### config.mk
export PLATFORM = sky130hd
export DESIGN_NAME = interrupt_flag_enable_bank
export DESIGN_NICKNAME = d
export VERILOG_FILES = /design/src/rtl/irq_bank_pkg.sv /design/src/rtl/interrupt_flag_enable_bank.sv /design/src/rtl/pin_edge_watch.sv
export SDC_FILE = /design/constraint.sdc
export NUM_CORES = 1
export LEC_CHECK = 0
export ABC_CLOCK_PERIOD_IN_PS = 2350
export BUFFER_PORTS_ARGS = -buffer_cell sky130_fd_sc_hd__buf_2
export CELL_PAD_IN_SITES_DETAIL_PLACEMENT = 1
export CELL_PAD_IN_SITES_GLOBAL_PLACEMENT = 1
export CORE_AREA = 2 2 106 108
export DETAILED_ROUTE_END_ITERATION = 10
export DIE_AREA = 0 0 108 110
export GPL_ROUTABILITY_DRIVEN = 1
export PLACE_DENSITY_LB_ADDON = 0.2
export SLEW_MARGIN = 20
export SYNTH_ARGS = -nofsm -noshare
export SYNTH_HDL_FRONTEND = slang
export SYNTH_SLANG_ARGS = --single-unit
### constraint.sdc
create_clock -name i_clk -period 2.35 [get_ports i_clk]
set_input_delay 0.235 -clock i_clk [delete_from_list [all_inputs] [get_ports i_clk]]
set_output_delay 0.235 -clock i_clk [all_outputs]
set_load 0.02 [all_outputs]
### src/rtl/irq_bank_pkg.sv
/*
 * Shared constants and types of the interrupt flag and enable bank.
 * Assumes one system clock; every event input is a one-cycle pulse.
 */
package irq_bank_pkg;

    // ------------------------------------------------------------
    // Register indices on the special-register port
    // ------------------------------------------------------------
    localparam logic [3:0] IDX_PIN_EDGE_SELECT = 4'h0;
    localparam logic [3:0] IDX_PRIMARY_0       = 4'h1;
    localparam logic [3:0] IDX_PRIMARY_1       = 4'h2;
    localparam logic [3:0] IDX_PRIMARY_2       = 4'h3;
    localparam logic [3:0] IDX_PRIMARY_3       = 4'h4;
    localparam logic [3:0] IDX_GROUP_0         = 4'h5;
    localparam logic [3:0] IDX_GROUP_1         = 4'h6;
    localparam logic [3:0] IDX_GROUP_2         = 4'h7;
    localparam logic [3:0] IDX_GROUP_3         = 4'h8;
    localparam int         REG_COUNT           = 9;

    // ------------------------------------------------------------
    // Field positions and reset values
    // ------------------------------------------------------------
    localparam int         POS_PIN_A_EDGE = 0;
    localparam int         POS_PIN_B_EDGE = 2;
    localparam int         POS_GLOBAL_EN  = 0;
    localparam logic [7:0] REG_RESET      = 8'h00;

    // ------------------------------------------------------------
    // Edge field codes
    // ------------------------------------------------------------
    typedef enum logic [1:0] {
        EDGE_OFF     = 2'b00,
        EDGE_RISING  = 2'b01,
        EDGE_FALLING = 2'b10,
        EDGE_BOTH    = 2'b11
    } edge_mode_type;

    // ------------------------------------------------------------
    // Primary source index, lowest index wins
    // ------------------------------------------------------------
    localparam int SRC_PIN_A      = 0;
    localparam int SRC_PLAY       = 1;
    localparam int SRC_RECORD     = 2;
    localparam int SRC_GROUP_0    = 3;
    localparam int SRC_CONVERTER  = 7;
    localparam int SRC_TIMEBASE_A = 8;
    localparam int SRC_TIMEBASE_B = 9;
    localparam int SRC_PIN_B      = 10;
    localparam int SRC_DMA_DONE   = 11;
    localparam int SRC_DMA_ERROR  = 12;
    localparam int PRIMARY_COUNT  = 13;
    localparam int MEMBER_COUNT   = 10;

    // ------------------------------------------------------------
    // Event carriers
    // ------------------------------------------------------------
    typedef struct packed {
        logic serial_b;
        logic serial_a;
        logic eeprom_write;
        logic low_voltage;
        logic periodic_timer_a;
        logic periodic_timer_p;
        logic standard_timer_a;
        logic standard_timer_p;
        logic compact_timer_a;
        logic compact_timer_p;
    } member_events_type;

    typedef struct packed {
        logic voice_play;
        logic voice_record;
        logic converter_done;
        logic timebase_a;
        logic timebase_b;
        logic transfer_done;
        logic transfer_error;
    } primary_events_type;

endpackage

### src/rtl/interrupt_flag_enable_bank.sv
/*
 * Interrupt request flag and enable bank with core vector request.
 * Assumes the core reads and writes registers over the special-register
 * port, pulses i_irq_ack once per taken vector and that event inputs are
 * one-cycle pulses synchronous to i_clk.
 */
`timescale 1ns/1ps
`default_nettype none

module interrupt_flag_enable_bank #(
    parameter int PRIMARY_COUNT = irq_bank_pkg::PRIMARY_COUNT,
    parameter int MEMBER_COUNT  = irq_bank_pkg::MEMBER_COUNT
) (
    input  wire logic                             i_clk,
    input  wire logic                             i_rst_n,
    input  wire logic [3:0]                       i_reg_addr,
    input  wire logic                             i_reg_wr,
    input  wire logic [7:0]                       i_reg_wdata,
    input  wire logic                             i_pin_a,
    input  wire logic                             i_pin_b,
    input  wire irq_bank_pkg::primary_events_type i_primary_evt,
    input  wire irq_bank_pkg::member_events_type  i_member_evt,
    input  wire logic                             i_irq_ack,
    output logic [7:0]                            o_reg_rdata,
    output logic                                  o_irq_req,
    output logic [3:0]                            o_irq_vector
);

    // ------------------------------------------------------------
    // State
    // ------------------------------------------------------------
    logic [PRIMARY_COUNT-1:0] pf;
    logic [PRIMARY_COUNT-1:0] pe;
    logic [MEMBER_COUNT-1:0]  mf;
    logic [MEMBER_COUNT-1:0]  me;
    logic [1:0]               edge_a;
    logic [1:0]               edge_b;
    logic                     global_irq_enable;

    // ------------------------------------------------------------
    // Register write decode
    // ------------------------------------------------------------
    wire [7:0] w      = i_reg_wdata;
    wire       wr_edg = i_reg_wr
                        & (i_reg_addr == irq_bank_pkg::IDX_PIN_EDGE_SELECT);
    wire       wr_c0  = i_reg_wr & (i_reg_addr == irq_bank_pkg::IDX_PRIMARY_0);
    wire       wr_c1  = i_reg_wr & (i_reg_addr == irq_bank_pkg::IDX_PRIMARY_1);
    wire       wr_c2  = i_reg_wr & (i_reg_addr == irq_bank_pkg::IDX_PRIMARY_2);
    wire       wr_c3  = i_reg_wr & (i_reg_addr == irq_bank_pkg::IDX_PRIMARY_3);
    wire       wr_g0  = i_reg_wr & (i_reg_addr == irq_bank_pkg::IDX_GROUP_0);
    wire       wr_g1  = i_reg_wr & (i_reg_addr == irq_bank_pkg::IDX_GROUP_1);
    wire       wr_g2  = i_reg_wr & (i_reg_addr == irq_bank_pkg::IDX_GROUP_2);
    wire       wr_g3  = i_reg_wr & (i_reg_addr == irq_bank_pkg::IDX_GROUP_3);

    // Per-bit write strobes and write values, primary bank
    wire [PRIMARY_COUNT-1:0] p_wr   = {{2{wr_c3}}, {4{wr_c2}}, {4{wr_c1}},
                                       {3{wr_c0}}};
    wire [PRIMARY_COUNT-1:0] pf_val = {w[5:4], w[7:4], w[7:4], w[6:4]};
    wire [PRIMARY_COUNT-1:0] pe_val = {w[1:0], w[3:0], w[3:0], w[3:1]};

    // Per-bit write strobes and values, members
    wire [MEMBER_COUNT-1:0] m_wr   = {{4{wr_g3}}, {2{wr_g2}}, {2{wr_g1}},
                                      {2{wr_g0}}};
    wire [MEMBER_COUNT-1:0] mf_val = {w[7:4], w[5:4], w[5:4], w[5:4]};
    wire [MEMBER_COUNT-1:0] me_val = {w[3:0], w[1:0], w[1:0], w[1:0]};

    // ------------------------------------------------------------
    // External pins
    // ------------------------------------------------------------
    logic [1:0] pin_hit;
    wire  [1:0] pin_level = {i_pin_b, i_pin_a};
    wire  [3:0] pin_modes = {edge_b, edge_a};

    genvar gp;
    generate
        for (gp = 0; gp < 2; gp = gp + 1) begin : g_pin
            pin_edge_watch u_watch (
                .i_clk   (i_clk),
                .i_rst_n (i_rst_n),
                .i_level (pin_level[gp]),
                .i_mode  (pin_modes[2*gp +: 2]),
                .o_hit   (pin_hit[gp])
            );
        end
    endgenerate

    // ------------------------------------------------------------
    // Group collection: member flag always sets; its group flag only when its enable is on
    // ------------------------------------------------------------
    wire [MEMBER_COUNT-1:0] m_set = i_member_evt;
    wire [MEMBER_COUNT-1:0] m_fwd = m_set & me;
    wire [3:0] grp_set = {|m_fwd[9:6], |m_fwd[5:4], |m_fwd[3:2],
                          |m_fwd[1:0]};

    // ------------------------------------------------------------
    // Primary set pulses
    // ------------------------------------------------------------
    wire [PRIMARY_COUNT-1:0] p_set = {
        i_primary_evt.transfer_error,
        i_primary_evt.transfer_done,
        pin_hit[1],
        i_primary_evt.timebase_b,
        i_primary_evt.timebase_a,
        i_primary_evt.converter_done,
        grp_set,
        i_primary_evt.voice_record,
        i_primary_evt.voice_play,
        pin_hit[0]
    };

    // Service clears the flag whose vector the core was shown
    wire                     ack_ok  = i_irq_ack & o_irq_req;
    wire [PRIMARY_COUNT-1:0] ack_clr =
        ack_ok ? PRIMARY_COUNT'(1) << o_irq_vector
               : {PRIMARY_COUNT{1'b0}};

    // ------------------------------------------------------------
    // Next values; a set event always wins over any clear
    // ------------------------------------------------------------
    wire [PRIMARY_COUNT-1:0] next_pf =
        (((pf & ~p_wr) | (pf_val & p_wr)) & ~ack_clr) | p_set;
    wire [PRIMARY_COUNT-1:0] next_pe = (pe & ~p_wr) | (pe_val & p_wr);
    wire [MEMBER_COUNT-1:0]  next_mf =
        ((mf & ~m_wr) | (mf_val & m_wr)) | m_set;
    wire [MEMBER_COUNT-1:0]  next_me = (me & ~m_wr) | (me_val & m_wr);

    // Software write of the global bit takes precedence over service
    wire next_global = wr_c0 ? w[irq_bank_pkg::POS_GLOBAL_EN]
                             : (global_irq_enable & ~ack_ok);

    // ------------------------------------------------------------
    // Fixed priority select
    // ------------------------------------------------------------
    // Decided on the next state, so the request drops at the very edge
    // that clears the global bit or an enable, never one cycle later
    wire  [PRIMARY_COUNT-1:0] pending      = pf & pe;
    wire  [PRIMARY_COUNT-1:0] next_pending = next_pf & next_pe;
    logic [3:0]               sel;

    always_comb begin
        sel = 4'h0;
        for (int i = PRIMARY_COUNT - 1; i >= 0; i--) begin
            if (next_pending[i]) begin
                sel = 4'(i);
            end
        end
    end

    // Request withdrawn at the edge that takes the service
    wire next_req = next_global & ~ack_ok & (|next_pending);

    // ------------------------------------------------------------
    // Read images; unimplemented bits tied to zero
    // ------------------------------------------------------------
    wire [7:0] img_edg = {4'h0, edge_b, edge_a};
    wire [7:0] img_c0  = {1'b0, pf[2:0], pe[2:0], global_irq_enable};
    wire [7:0] img_c1  = {pf[6:3], pe[6:3]};
    wire [7:0] img_c2  = {pf[10:7], pe[10:7]};
    wire [7:0] img_c3  = {2'b00, pf[12:11], 2'b00, pe[12:11]};
    wire [7:0] img_g0  = {2'b00, mf[1:0], 2'b00, me[1:0]};
    wire [7:0] img_g1  = {2'b00, mf[3:2], 2'b00, me[3:2]};
    wire [7:0] img_g2  = {2'b00, mf[5:4], 2'b00, me[5:4]};
    wire [7:0] img_g3  = {mf[9:6], me[9:6]};

    wire [7:0] rd_mux =
        (i_reg_addr == irq_bank_pkg::IDX_PIN_EDGE_SELECT) ? img_edg :
        (i_reg_addr == irq_bank_pkg::IDX_PRIMARY_0)       ? img_c0  :
        (i_reg_addr == irq_bank_pkg::IDX_PRIMARY_1)       ? img_c1  :
        (i_reg_addr == irq_bank_pkg::IDX_PRIMARY_2)       ? img_c2  :
        (i_reg_addr == irq_bank_pkg::IDX_PRIMARY_3)       ? img_c3  :
        (i_reg_addr == irq_bank_pkg::IDX_GROUP_0)         ? img_g0  :
        (i_reg_addr == irq_bank_pkg::IDX_GROUP_1)         ? img_g1  :
        (i_reg_addr == irq_bank_pkg::IDX_GROUP_2)         ? img_g2  :
        (i_reg_addr == irq_bank_pkg::IDX_GROUP_3)         ? img_g3  :
                                                            8'h00;

    // ------------------------------------------------------------
    // Registers
    // ------------------------------------------------------------
    always_ff @(posedge i_clk or negedge i_rst_n) begin
        if (!i_rst_n) begin
            pf                <= '0;
            pe                <= '0;
            mf                <= '0;
            me                <= '0;
            edge_a            <= irq_bank_pkg::REG_RESET[1:0];
            edge_b            <= irq_bank_pkg::REG_RESET[1:0];
            global_irq_enable <= 1'b0;
        end else begin
            pf                <= next_pf;
            pe                <= next_pe;
            mf                <= next_mf;
            me                <= next_me;
            global_irq_enable <= next_global;
            if (wr_edg) begin
                edge_a <= w[irq_bank_pkg::POS_PIN_A_EDGE +: 2];
                edge_b <= w[irq_bank_pkg::POS_PIN_B_EDGE +: 2];
            end
        end
    end

    always_ff @(posedge i_clk or negedge i_rst_n) begin
        if (!i_rst_n) begin
            o_reg_rdata  <= irq_bank_pkg::REG_RESET;
            o_irq_req    <= 1'b0;
            o_irq_vector <= 4'h0;
        end else begin
            o_reg_rdata  <= rd_mux;
            o_irq_req    <= next_req;
            o_irq_vector <= sel;
        end
    end

    // ------------------------------------------------------------
    // Assertions
    // ------------------------------------------------------------
    property p_global_gate;
        @(posedge i_clk) disable iff (!i_rst_n)
        !global_irq_enable |-> !o_irq_req;
    endproperty
    a_global_gate: assert property (p_global_gate)
        else $error("request raised with global enable clear");

    property p_service_clears_global;
        @(posedge i_clk) disable iff (!i_rst_n)
        (ack_ok && !wr_c0) |=> !global_irq_enable && !o_irq_req;
    endproperty
    a_service_clears_global: assert property (p_service_clears_global)
        else $error("service left global enable set");

    property p_set_wins;
        @(posedge i_clk) disable iff (!i_rst_n)
        i_primary_evt.voice_play |=> pf[irq_bank_pkg::SRC_PLAY];
    endproperty
    a_set_wins: assert property (p_set_wins)
        else $error("play event lost");

    property p_disabled_still_flags;
        @(posedge i_clk) disable iff (!i_rst_n)
        (i_primary_evt.converter_done && !pe[irq_bank_pkg::SRC_CONVERTER]
         && !wr_c2)
        |=> pf[irq_bank_pkg::SRC_CONVERTER]
            && !pending[irq_bank_pkg::SRC_CONVERTER];
    endproperty
    a_disabled_still_flags: assert property (p_disabled_still_flags)
        else $error("disabled source not flagged");

    property p_member_routes_group;
        @(posedge i_clk) disable iff (!i_rst_n)
        (i_member_evt.low_voltage && me[6])
        |=> pf[irq_bank_pkg::SRC_GROUP_0 + 3] && mf[6];
    endproperty
    a_member_routes_group: assert property (p_member_routes_group)
        else $error("member did not set its group flag");

    property p_group_ack_keeps_member;
        @(posedge i_clk) disable iff (!i_rst_n)
        (ack_ok && o_irq_vector == 4'(irq_bank_pkg::SRC_GROUP_0)
         && mf[0] && !m_wr[0])
        |=> mf[0];
    endproperty
    a_group_ack_keeps_member: assert property (p_group_ack_keeps_member)
        else $error("member flag cleared by service");

    property p_pin_rise;
        @(posedge i_clk) disable iff (!i_rst_n)
        (edge_a == 2'b01 && $rose(i_pin_a) && $past(i_rst_n, 2))
        |=> pf[irq_bank_pkg::SRC_PIN_A];
    endproperty
    a_pin_rise: assert property (p_pin_rise)
        else $error("rising edge on pin a not flagged");

    property p_pin_off;
        @(posedge i_clk) disable iff (!i_rst_n)
        (edge_b == 2'b00 && !pf[irq_bank_pkg::SRC_PIN_B]
         && !p_wr[irq_bank_pkg::SRC_PIN_B])
        |=> !pf[irq_bank_pkg::SRC_PIN_B];
    endproperty
    a_pin_off: assert property (p_pin_off)
        else $error("pin b flagged while its edge field is off");

    property p_reserved_zero;
        @(posedge i_clk) disable iff (!i_rst_n)
        (i_reg_addr == irq_bank_pkg::IDX_PRIMARY_3)
        |=> o_reg_rdata[7:6] == 2'b00 && o_reg_rdata[3:2] == 2'b00;
    endproperty
    a_reserved_zero: assert property (p_reserved_zero)
        else $error("unimplemented bits read nonzero");

    property p_priority;
        @(posedge i_clk) disable iff (!i_rst_n)
        (pending[irq_bank_pkg::SRC_PIN_A])
        |-> o_irq_vector == 4'(irq_bank_pkg::SRC_PIN_A);
    endproperty
    a_priority: assert property (p_priority)
        else $error("lowest index not chosen");

    property p_request_consistent;
        @(posedge i_clk) disable iff (!i_rst_n)
        o_irq_req |-> global_irq_enable && pending[o_irq_vector];
    endproperty
    a_request_consistent: assert property (p_request_consistent)
        else $error("request without enabled pending source");

    property p_service_clears_flag;
        @(posedge i_clk) disable iff (!i_rst_n)
        (ack_ok && o_irq_vector == 4'(irq_bank_pkg::SRC_PLAY)
         && !i_primary_evt.voice_play && !wr_c0)
        |=> !pf[irq_bank_pkg::SRC_PLAY];
    endproperty
    a_service_clears_flag: assert property (p_service_clears_flag)
        else $error("serviced flag not cleared");

    property p_pin_fall;
        @(posedge i_clk) disable iff (!i_rst_n)
        (edge_b == 2'b10 && $fell(i_pin_b) && $past(i_rst_n, 2))
        |=> pf[irq_bank_pkg::SRC_PIN_B];
    endproperty
    a_pin_fall: assert property (p_pin_fall)
        else $error("falling edge on pin b not flagged");

    property p_edge_reserved_zero;
        @(posedge i_clk) disable iff (!i_rst_n)
        (i_reg_addr == irq_bank_pkg::IDX_PIN_EDGE_SELECT)
        |=> o_reg_rdata[7:4] == 4'h0;
    endproperty
    a_edge_reserved_zero: assert property (p_edge_reserved_zero)
        else $error("edge register upper bits read nonzero");

    property p_member_blocked;
        @(posedge i_clk) disable iff (!i_rst_n)
        (i_member_evt.compact_timer_p && !me[0] && !m_fwd[1]
         && !pf[irq_bank_pkg::SRC_GROUP_0]
         && !p_wr[irq_bank_pkg::SRC_GROUP_0])
        |=> mf[0] && !pf[irq_bank_pkg::SRC_GROUP_0];
    endproperty
    a_member_blocked: assert property (p_member_blocked)
        else $error("disabled member set its group flag");

endmodule

`default_nettype wire

### src/rtl/pin_edge_watch.sv
/*
 * Edge detector for one external request pin.
 * Assumes the pin level is already synchronous to the clock.
 */
`timescale 1ns/1ps
`default_nettype none

module pin_edge_watch (
    input  wire logic       i_clk,
    input  wire logic       i_rst_n,
    input  wire logic       i_level,
    input  wire logic [1:0] i_mode,
    output logic            o_hit
);

    logic prev;
    logic armed;
    wire  rise = armed & i_level & ~prev;
    wire  fall = armed & ~i_level & prev;

    // ------------------------------------------------------------
    // Previous level; the first sample after reset only arms
    // ------------------------------------------------------------
    always_ff @(posedge i_clk or negedge i_rst_n) begin
        if (!i_rst_n) begin
            prev  <= 1'b0;
            armed <= 1'b0;
        end else begin
            prev  <= i_level;
            armed <= 1'b1;
        end
    end

    // ------------------------------------------------------------
    // Mode decode
    // ------------------------------------------------------------
    always_comb begin
        unique case (irq_bank_pkg::edge_mode_type'(i_mode))
            irq_bank_pkg::EDGE_OFF:     o_hit = 1'b0;
            irq_bank_pkg::EDGE_RISING:  o_hit = rise;
            irq_bank_pkg::EDGE_FALLING: o_hit = fall;
            irq_bank_pkg::EDGE_BOTH:    o_hit = rise | fall;
        endcase
    end

endmodule

`default_nettype wire

---- Yosys cells after proc, flatten, opt, wreduce, memory -nomap -nowiden ----
Index checks and enable logic that the tools add are counted.
Widths: inputs -> output; s select.
storage, ports and cells
  register bits after elaboration ......... 67
  input bits .............................. 35
  output and inout port bits .............. 13
  word-level logic and storage cells ...... 110
cells by class
  eq/ne operators ......................... 14
  shift-type cells ........................ 1
  muxes and demuxes ....................... 26
  bitwise gates (word level) .............. 48
  reduce and logical (&&, ||, !) cells .... 8
operators with widths
  kind                  count
  $and 13x13->13        6
  $mux 8                9
  $mux 4                13
  $and 10x10->10        5
  $or 13x13->13         3
  $or 10x10->10         3
  $not 13->13           2
  $and 1x1->1           21
  $eq 4x3->1 const B    4
  $mux 13               1
  $reduce_or 13->1      1
  $shl 1x4->13 const A  1
  $not 10->10           1
  $eq 2x2->1 const B    4
  $eq 4x2->1 const B    2
  $pmux 1 s4            2
  $reduce_or 2->1       3
  $not 1->1             5
  $eq 2x1->1 const B    2
  $eq 4x1->1 const B    1
  $eq 4x4->1 const B    1
  $logic_not 2->1       2
  $logic_not 4->1       1
  $reduce_or 4->1       1
  2 further kinds       3

---- Longest topological paths before layout ----
  word-level depth ........................ 21
  gate-level depth with buffers ........... 9
  depth with buffers taken out ............ 7

---- Cells and area by module ----
Synthesis repeated with hierarchy kept, for this count alone.
unflattened totals
  cell total of the unflattened synthesis .. 354
  area, all modules ....................... 3617.2 um2
modules (own cells, without submodules)
  module                      times used  cells each  area each (um2)  sequential area each (um2)
  interrupt_flag_enable_bank  1           342         3467.1           1601.5
  pin_edge_watch              2           6           75.1             50.0

---- Worst setup path before layout ----
Ideal clock, no wire load.
  path kind ............................... input -> register
  start ................................... in i_reg_wr
  end ..................................... reg o_irq_vector[0]
  arrival ................................. 1.941 ns
  required time ........................... 2.263 ns
  slack ................................... 0.323 ns
  stages on the path ...................... 9
  path through ............................ buf_4 > or3b_1 > buf_2 > o21ai_0 > a2111oi_4 > nor2_2 > a221oi_2 > o21ai_1 > a211oi_2
between the ends
  longest elaborated chain between the ends .. 19
ends and longest elaborated chain
  item                   line                                                                  text
  from (decl)            interrupt_flag_enable_bank.sv:17                                      input wire logic i_reg_wr,
  $and 1x1->1            interrupt_flag_enable_bank.sv:49                                      wire wr_c3 = i_reg_wr & (i_reg_addr == irq_bank_pkg::IDX_PRIMARY_3);
  $not 13->13            interrupt_flag_enable_bank.sv:121, interrupt_flag_enable_bank.sv:122
  $and 13x13->13         interrupt_flag_enable_bank.sv:121                                     (((pf & ~p_wr) | (pf_val & p_wr)) & ~ack_clr) | p_set;
  $or 13x13->13          interrupt_flag_enable_bank.sv:121
  $and 13x13->13         interrupt_flag_enable_bank.sv:121
  $or 13x13->13          interrupt_flag_enable_bank.sv:121
  $and 13x13->13 *       interrupt_flag_enable_bank.sv:137                                     wire [PRIMARY_COUNT-1:0] next_pending = next_pf & next_pe;
  $mux 4 (11 in series)  interrupt_flag_enable_bank.sv:143                                     if (next_pending[i]) begin
  $mux 4 *               interrupt_flag_enable_bank.sv:143
  net sel[0]             interrupt_flag_enable_bank.sv:138                                     logic [3:0] sel;
  to (signal assigned)   interrupt_flag_enable_bank.sv:210                                     o_irq_vector <= sel;
  to (decl)              interrupt_flag_enable_bank.sv:26                                      output logic [3:0] o_irq_vector
The timed path passes the listed nets; every way through them passes the cells marked *.
A chain may end at the register's enable or synchronous reset.

---- Final worst setup path ----
  start ................................... reg o_irq_vector[3]
  end ..................................... reg o_irq_vector[2]
between the ends
  longest elaborated chain between the ends .. 19
ends and longest elaborated chain
  item                   line                               text
  $shl 1x4->13 *         interrupt_flag_enable_bank.sv:114  ack_ok ? PRIMARY_COUNT'(1) << o_irq_vector
  $mux 13 *              interrupt_flag_enable_bank.sv:114
  $not 13->13 *          interrupt_flag_enable_bank.sv:121
  $and 13x13->13 *       interrupt_flag_enable_bank.sv:121
  $or 13x13->13 *        interrupt_flag_enable_bank.sv:121
  $and 13x13->13 *       interrupt_flag_enable_bank.sv:137
  $mux 4 (12 in series)  interrupt_flag_enable_bank.sv:143
  $mux 4 *               interrupt_flag_enable_bank.sv:143
  net sel[2]             interrupt_flag_enable_bank.sv:138
Marks and branches as above.

==> flow_metrics.py <==
metrics = {
    "finish": {
        "nets": 473,
        "finalNonFillerCells": 583,
        "post-route-util_pct": 41.47,
        "area_growth_syn_to_layout_pct": 21.07,
        "antenna_cells_inserted": 0,
        "layout_cells_sized_above_1_pct": 31.38,
        "most-common-layout-cells": "sky130_fd_sc_hd__dfrtp_1 (67), sky130_fd_sc_hd__buf_2 (47), sky130_fd_sc_hd__nand2_1 (46), sky130_fd_sc_hd__o21ai_0 (30), sky130_fd_sc_hd__buf_4 (30)",
        "most_frequent_standard_cell_in_the_layout_excluding_fill_and_tap_cells": "sky130_fd_sc_hd__dfrtp_1",
    },
    "global_route": {
        "grt_start_max_net_pins": 45,
        "grt_usage_pct": 22.43,
        "grt_util_met3_pct": 4.115,
        "number_of_antenna_violations_at_the_first_check_in_global_routing": 0,
        "overflow": 0,
        "use_met1_pct": 29.49,
        "grt.busiest_layer": "met2",
        "number_of_global_route_vias_before_repair": 3377,
        "gr_met2_demand_resource_pct": 36.97,
        "first_pass_grt_wire_length_um": 19470,
    },
    "timing": {
        "setup_violations": 0,
        "finalHoldViolCount": 0,
        "final_max_slew_viol_count": 0,
        "final_min_period_over_clock_period_pct": 93.25,
        "worst-slew-pin-transition_ps": 574.2,
        "slew-limit-headroom_pct": 61.64,
        "timing.final.crit_period_ps": 2191,
        "max_freq_ghz": 0.4563,
        "finalSetupTns_ps": 0,
        "rsz0062_at_grt": "no",
        "clock_skew_ps": 4.844,
    },
    "yosys": {
        "netlist-cell-type-count": 68,
        "ys_ff_latch": 67,
        "seq_area_frac_synth_pct": 45.75,
        "synth-warning-count": 0,
        "synth_edf_count": 0,
        "synth_cells": 363,
        "synth_top_area_share_pct": 45.75,
        "netlist_area_sq_um": 3665,
        "proportion_of_synthesized_flip_flops_having_asynchronous_set_or_reset_pct": 100.0,
        "ys_dominant_reg_cell": "sky130_fd_sc_hd__dfrtp_1",
        "mappedNetlistNets": 398,
        "netlist.top_cell.by_area": "sky130_fd_sc_hd__dfrtp_1",
        "syn-mean-instance-area_sq_um": 10.10,
        "post_synth_main_area_contributors": "sky130_fd_sc_hd__dfrtp_1 (46%), sky130_fd_sc_hd__mux2_2 (7.1%), sky130_fd_sc_hd__nand2_1 (4.7%), sky130_fd_sc_hd__o21ai_0 (4.1%), sky130_fd_sc_hd__nand3b_1 (2.7%)",
    },
    "hold_path": {
        "worst_hold_path_type": "input port to register",
    },
    "clocking": {
        "cts_inserted_buffers": 9,
        "tritoncts_clock_tree": "yes",
        "clock_sink_count": 67,
        "clock_pin_transition_on_the_worst_setup_and_hold_timing_paths_ps": 80,
        "clock_tree.htree_level_count": 3,
        "clock-root-buffer": "sky130_fd_sc_hd__clkbuf_8",
        "cts_post_setup_buffers_inserted": 0,
        "clock_insertion_delay_worst_skew_ps": 360,
        "clockBufferDepth": 2,
    },
    "critical_path": {
        "worst_setup_path_end_kind": "register",
        "critical_path_arrival_ps": 2470,
        "crit_fanout": 5,
        "cp-start-kind": "register",
        "setup.worst_path.class": "register to register",
        "worst-endpoint-required_ps": 2630,
    },
    "floorplan": {
        "die_width_um": 108,
        "boundaryPins": 48,
        "die_h_um": 110,
        "die_area_sq_um": 11880,
        "floorplan.rows": 38,
        "start_util_pct": 34.26,
        "placeableCoreArea_sq_um": 10700,
    },
    "power_and_ir_drop": {
        "powerDensity_nw_per_um2": 751.6,
        "power.switching_fraction_pct": 36.32,
        "power.static_leakage_nw": 1.864,
        "power.share.sequential_pct": 44.4,
        "net-switching-power_mw": 1.211,
        "power.combinational.fraction_pct": 28.4,
        "irDropWorstVdd_uv": 377.8,
        "p_int_mw": 2.124,
        "clockPowerShare_pct": 27.2,
    },
    "route": {
        "drt-pass1-iter-count": 4,
        "route.detailed.wl_per_inst_um": 21.45,
        "final_antenna_net_count": 0,
        "drt-total-wl_um": 12500,
        "vias": 3173,
        "drc_errors": 0,
        "drt-vias-per-instance": 5.443,
        "initialDrtViolationCount": 145,
    },
    "outcome": {
        "outcome": "complete, no violations",
    },
    "flow_run": {
        "drv.max_cap_violation_count": 0,
    },
    "placed_design": {
        "place.detailed.instances": 564,
        "place.gp.congestion": 0.8893,
        "buffer_ports.inserted": 47,
        "dp_hpwl_um": 9728,
    },
}
worst paths after layout:
kind / from / endpoint / slack [ps] / cells after the start
setup reg to reg: o_irq_vector[3] / o_irq_vector[2] / 160 / 5
max in group asynchronous: i_rst_n / pf[12] / 1310 / 3
hold / removal: i_primary_evt[6] / pf[1] / 80 / 3
setup / recovery: o_irq_vector[3] / o_irq_vector[2] / 160 / 5
min in group asynchronous: i_rst_n / mf[8] / 400 / 2
hold reg to reg: register / register / 520 / 2
cell type report:
| cell class | count | area [sq um] |
|---|---|---|
| flip-flops and latches | 67 | 1677 |
| multi-input cells | 269 | 1861 |
| fillers | 1258 | 6261 |
| clock inverters | 7 | 52.55 |
| clock buffers | 9 | 123.9 |
| inverters | 10 | 37.54 |
| well taps | 140 | 175.2 |
| repair buffers | 81 | 510.5 |
routing by layer:
metal  wire length (um)  share of wire [%]
met1               5861                 47
met2               5901                 47
met3                404                3.2
met4                295                2.4
met5                 40               0.32
cell families after synthesis:
group	Yosys count	share of synthesized area [%]
flops	67	45.75
compound gates	99	20.79
mux	31	9.252
other cells	1	0.1023
simple gates	138	20.35
buf+inv	27	3.755
cell usage after synthesis (3+ instances only):
cell type	instances
sky130_fd_sc_hd__or2_2	3
sky130_fd_sc_hd__a21o_1	4
sky130_fd_sc_hd__buf_4	3
sky130_fd_sc_hd__dfrtp_1	67
sky130_fd_sc_hd__nand3_1	11
sky130_fd_sc_hd__clkbuf_1	8
sky130_fd_sc_hd__o21ai_0	30
sky130_fd_sc_hd__a2111oi_4	3
sky130_fd_sc_hd__nor2b_1	4
sky130_fd_sc_hd__nor3_1	13
sky130_fd_sc_hd__nand2b_1	4
sky130_fd_sc_hd__o221ai_1	4
sky130_fd_sc_hd__a21boi_1	3
sky130_fd_sc_hd__a211oi_1	6
sky130_fd_sc_hd__nand4_1	3
sky130_fd_sc_hd__nand3b_1	13
sky130_fd_sc_hd__mux2i_1	8
sky130_fd_sc_hd__inv_1	10
sky130_fd_sc_hd__nor2_1	20
sky130_fd_sc_hd__mux2_2	23
sky130_fd_sc_hd__a21oi_1	12
sky130_fd_sc_hd__nand2_1	46
sky130_fd_sc_hd__a221oi_1	3
sky130_fd_sc_hd__a22oi_1	3
sky130_fd_sc_hd__nor4_1	3
sky130_fd_sc_hd__buf_6	3
metrics by stage:
stage	hold WS, ps	total power, mW	setup slack, ps	area [sq um]
floorplan	-60.59	2.039	322.6	3665
global placement	284.5	2.425	81.31	4220
detailed placement	273.4	2.443	69.25	4220
CTS	61.20	3.362	103.9	4427
global route	72.24	3.516	50.71	4437
finish	75.22	3.334	158.7	4437
critical path: stages (launching register included):
cell	delay, ps
sky130_fd_sc_hd__dfrtp_1	430
sky130_fd_sc_hd__or4bb_4	610
sky130_fd_sc_hd__o221ai_1	210
sky130_fd_sc_hd__a21boi_0	220
sky130_fd_sc_hd__nor4b_2	430
sky130_fd_sc_hd__a21boi_1	210
power groups by stage:
stage / Clock [mW] / Combinational [mW] / Sequential, mW
2_1_floorplan: 0 / 0.547 / 1.49
3_3_place_gp: 0 / 0.932 / 1.49
3_5_place_dp: 0 / 0.943 / 1.50
4_1_cts: 0.936 / 0.950 / 1.48
5_1_grt: 0.975 / 1.04 / 1.50
6_report: 0.907 / 0.948 / 1.48
what timing repair did:
item / CTS / global route
setup endpoints to repair: 0 / 3
hold buffers: 3 / 0
endpoints found under the hold margin: 25 / 0
gates resized for setup: 0 / 2
Note: power is estimated with default switching activity, not from simulation.
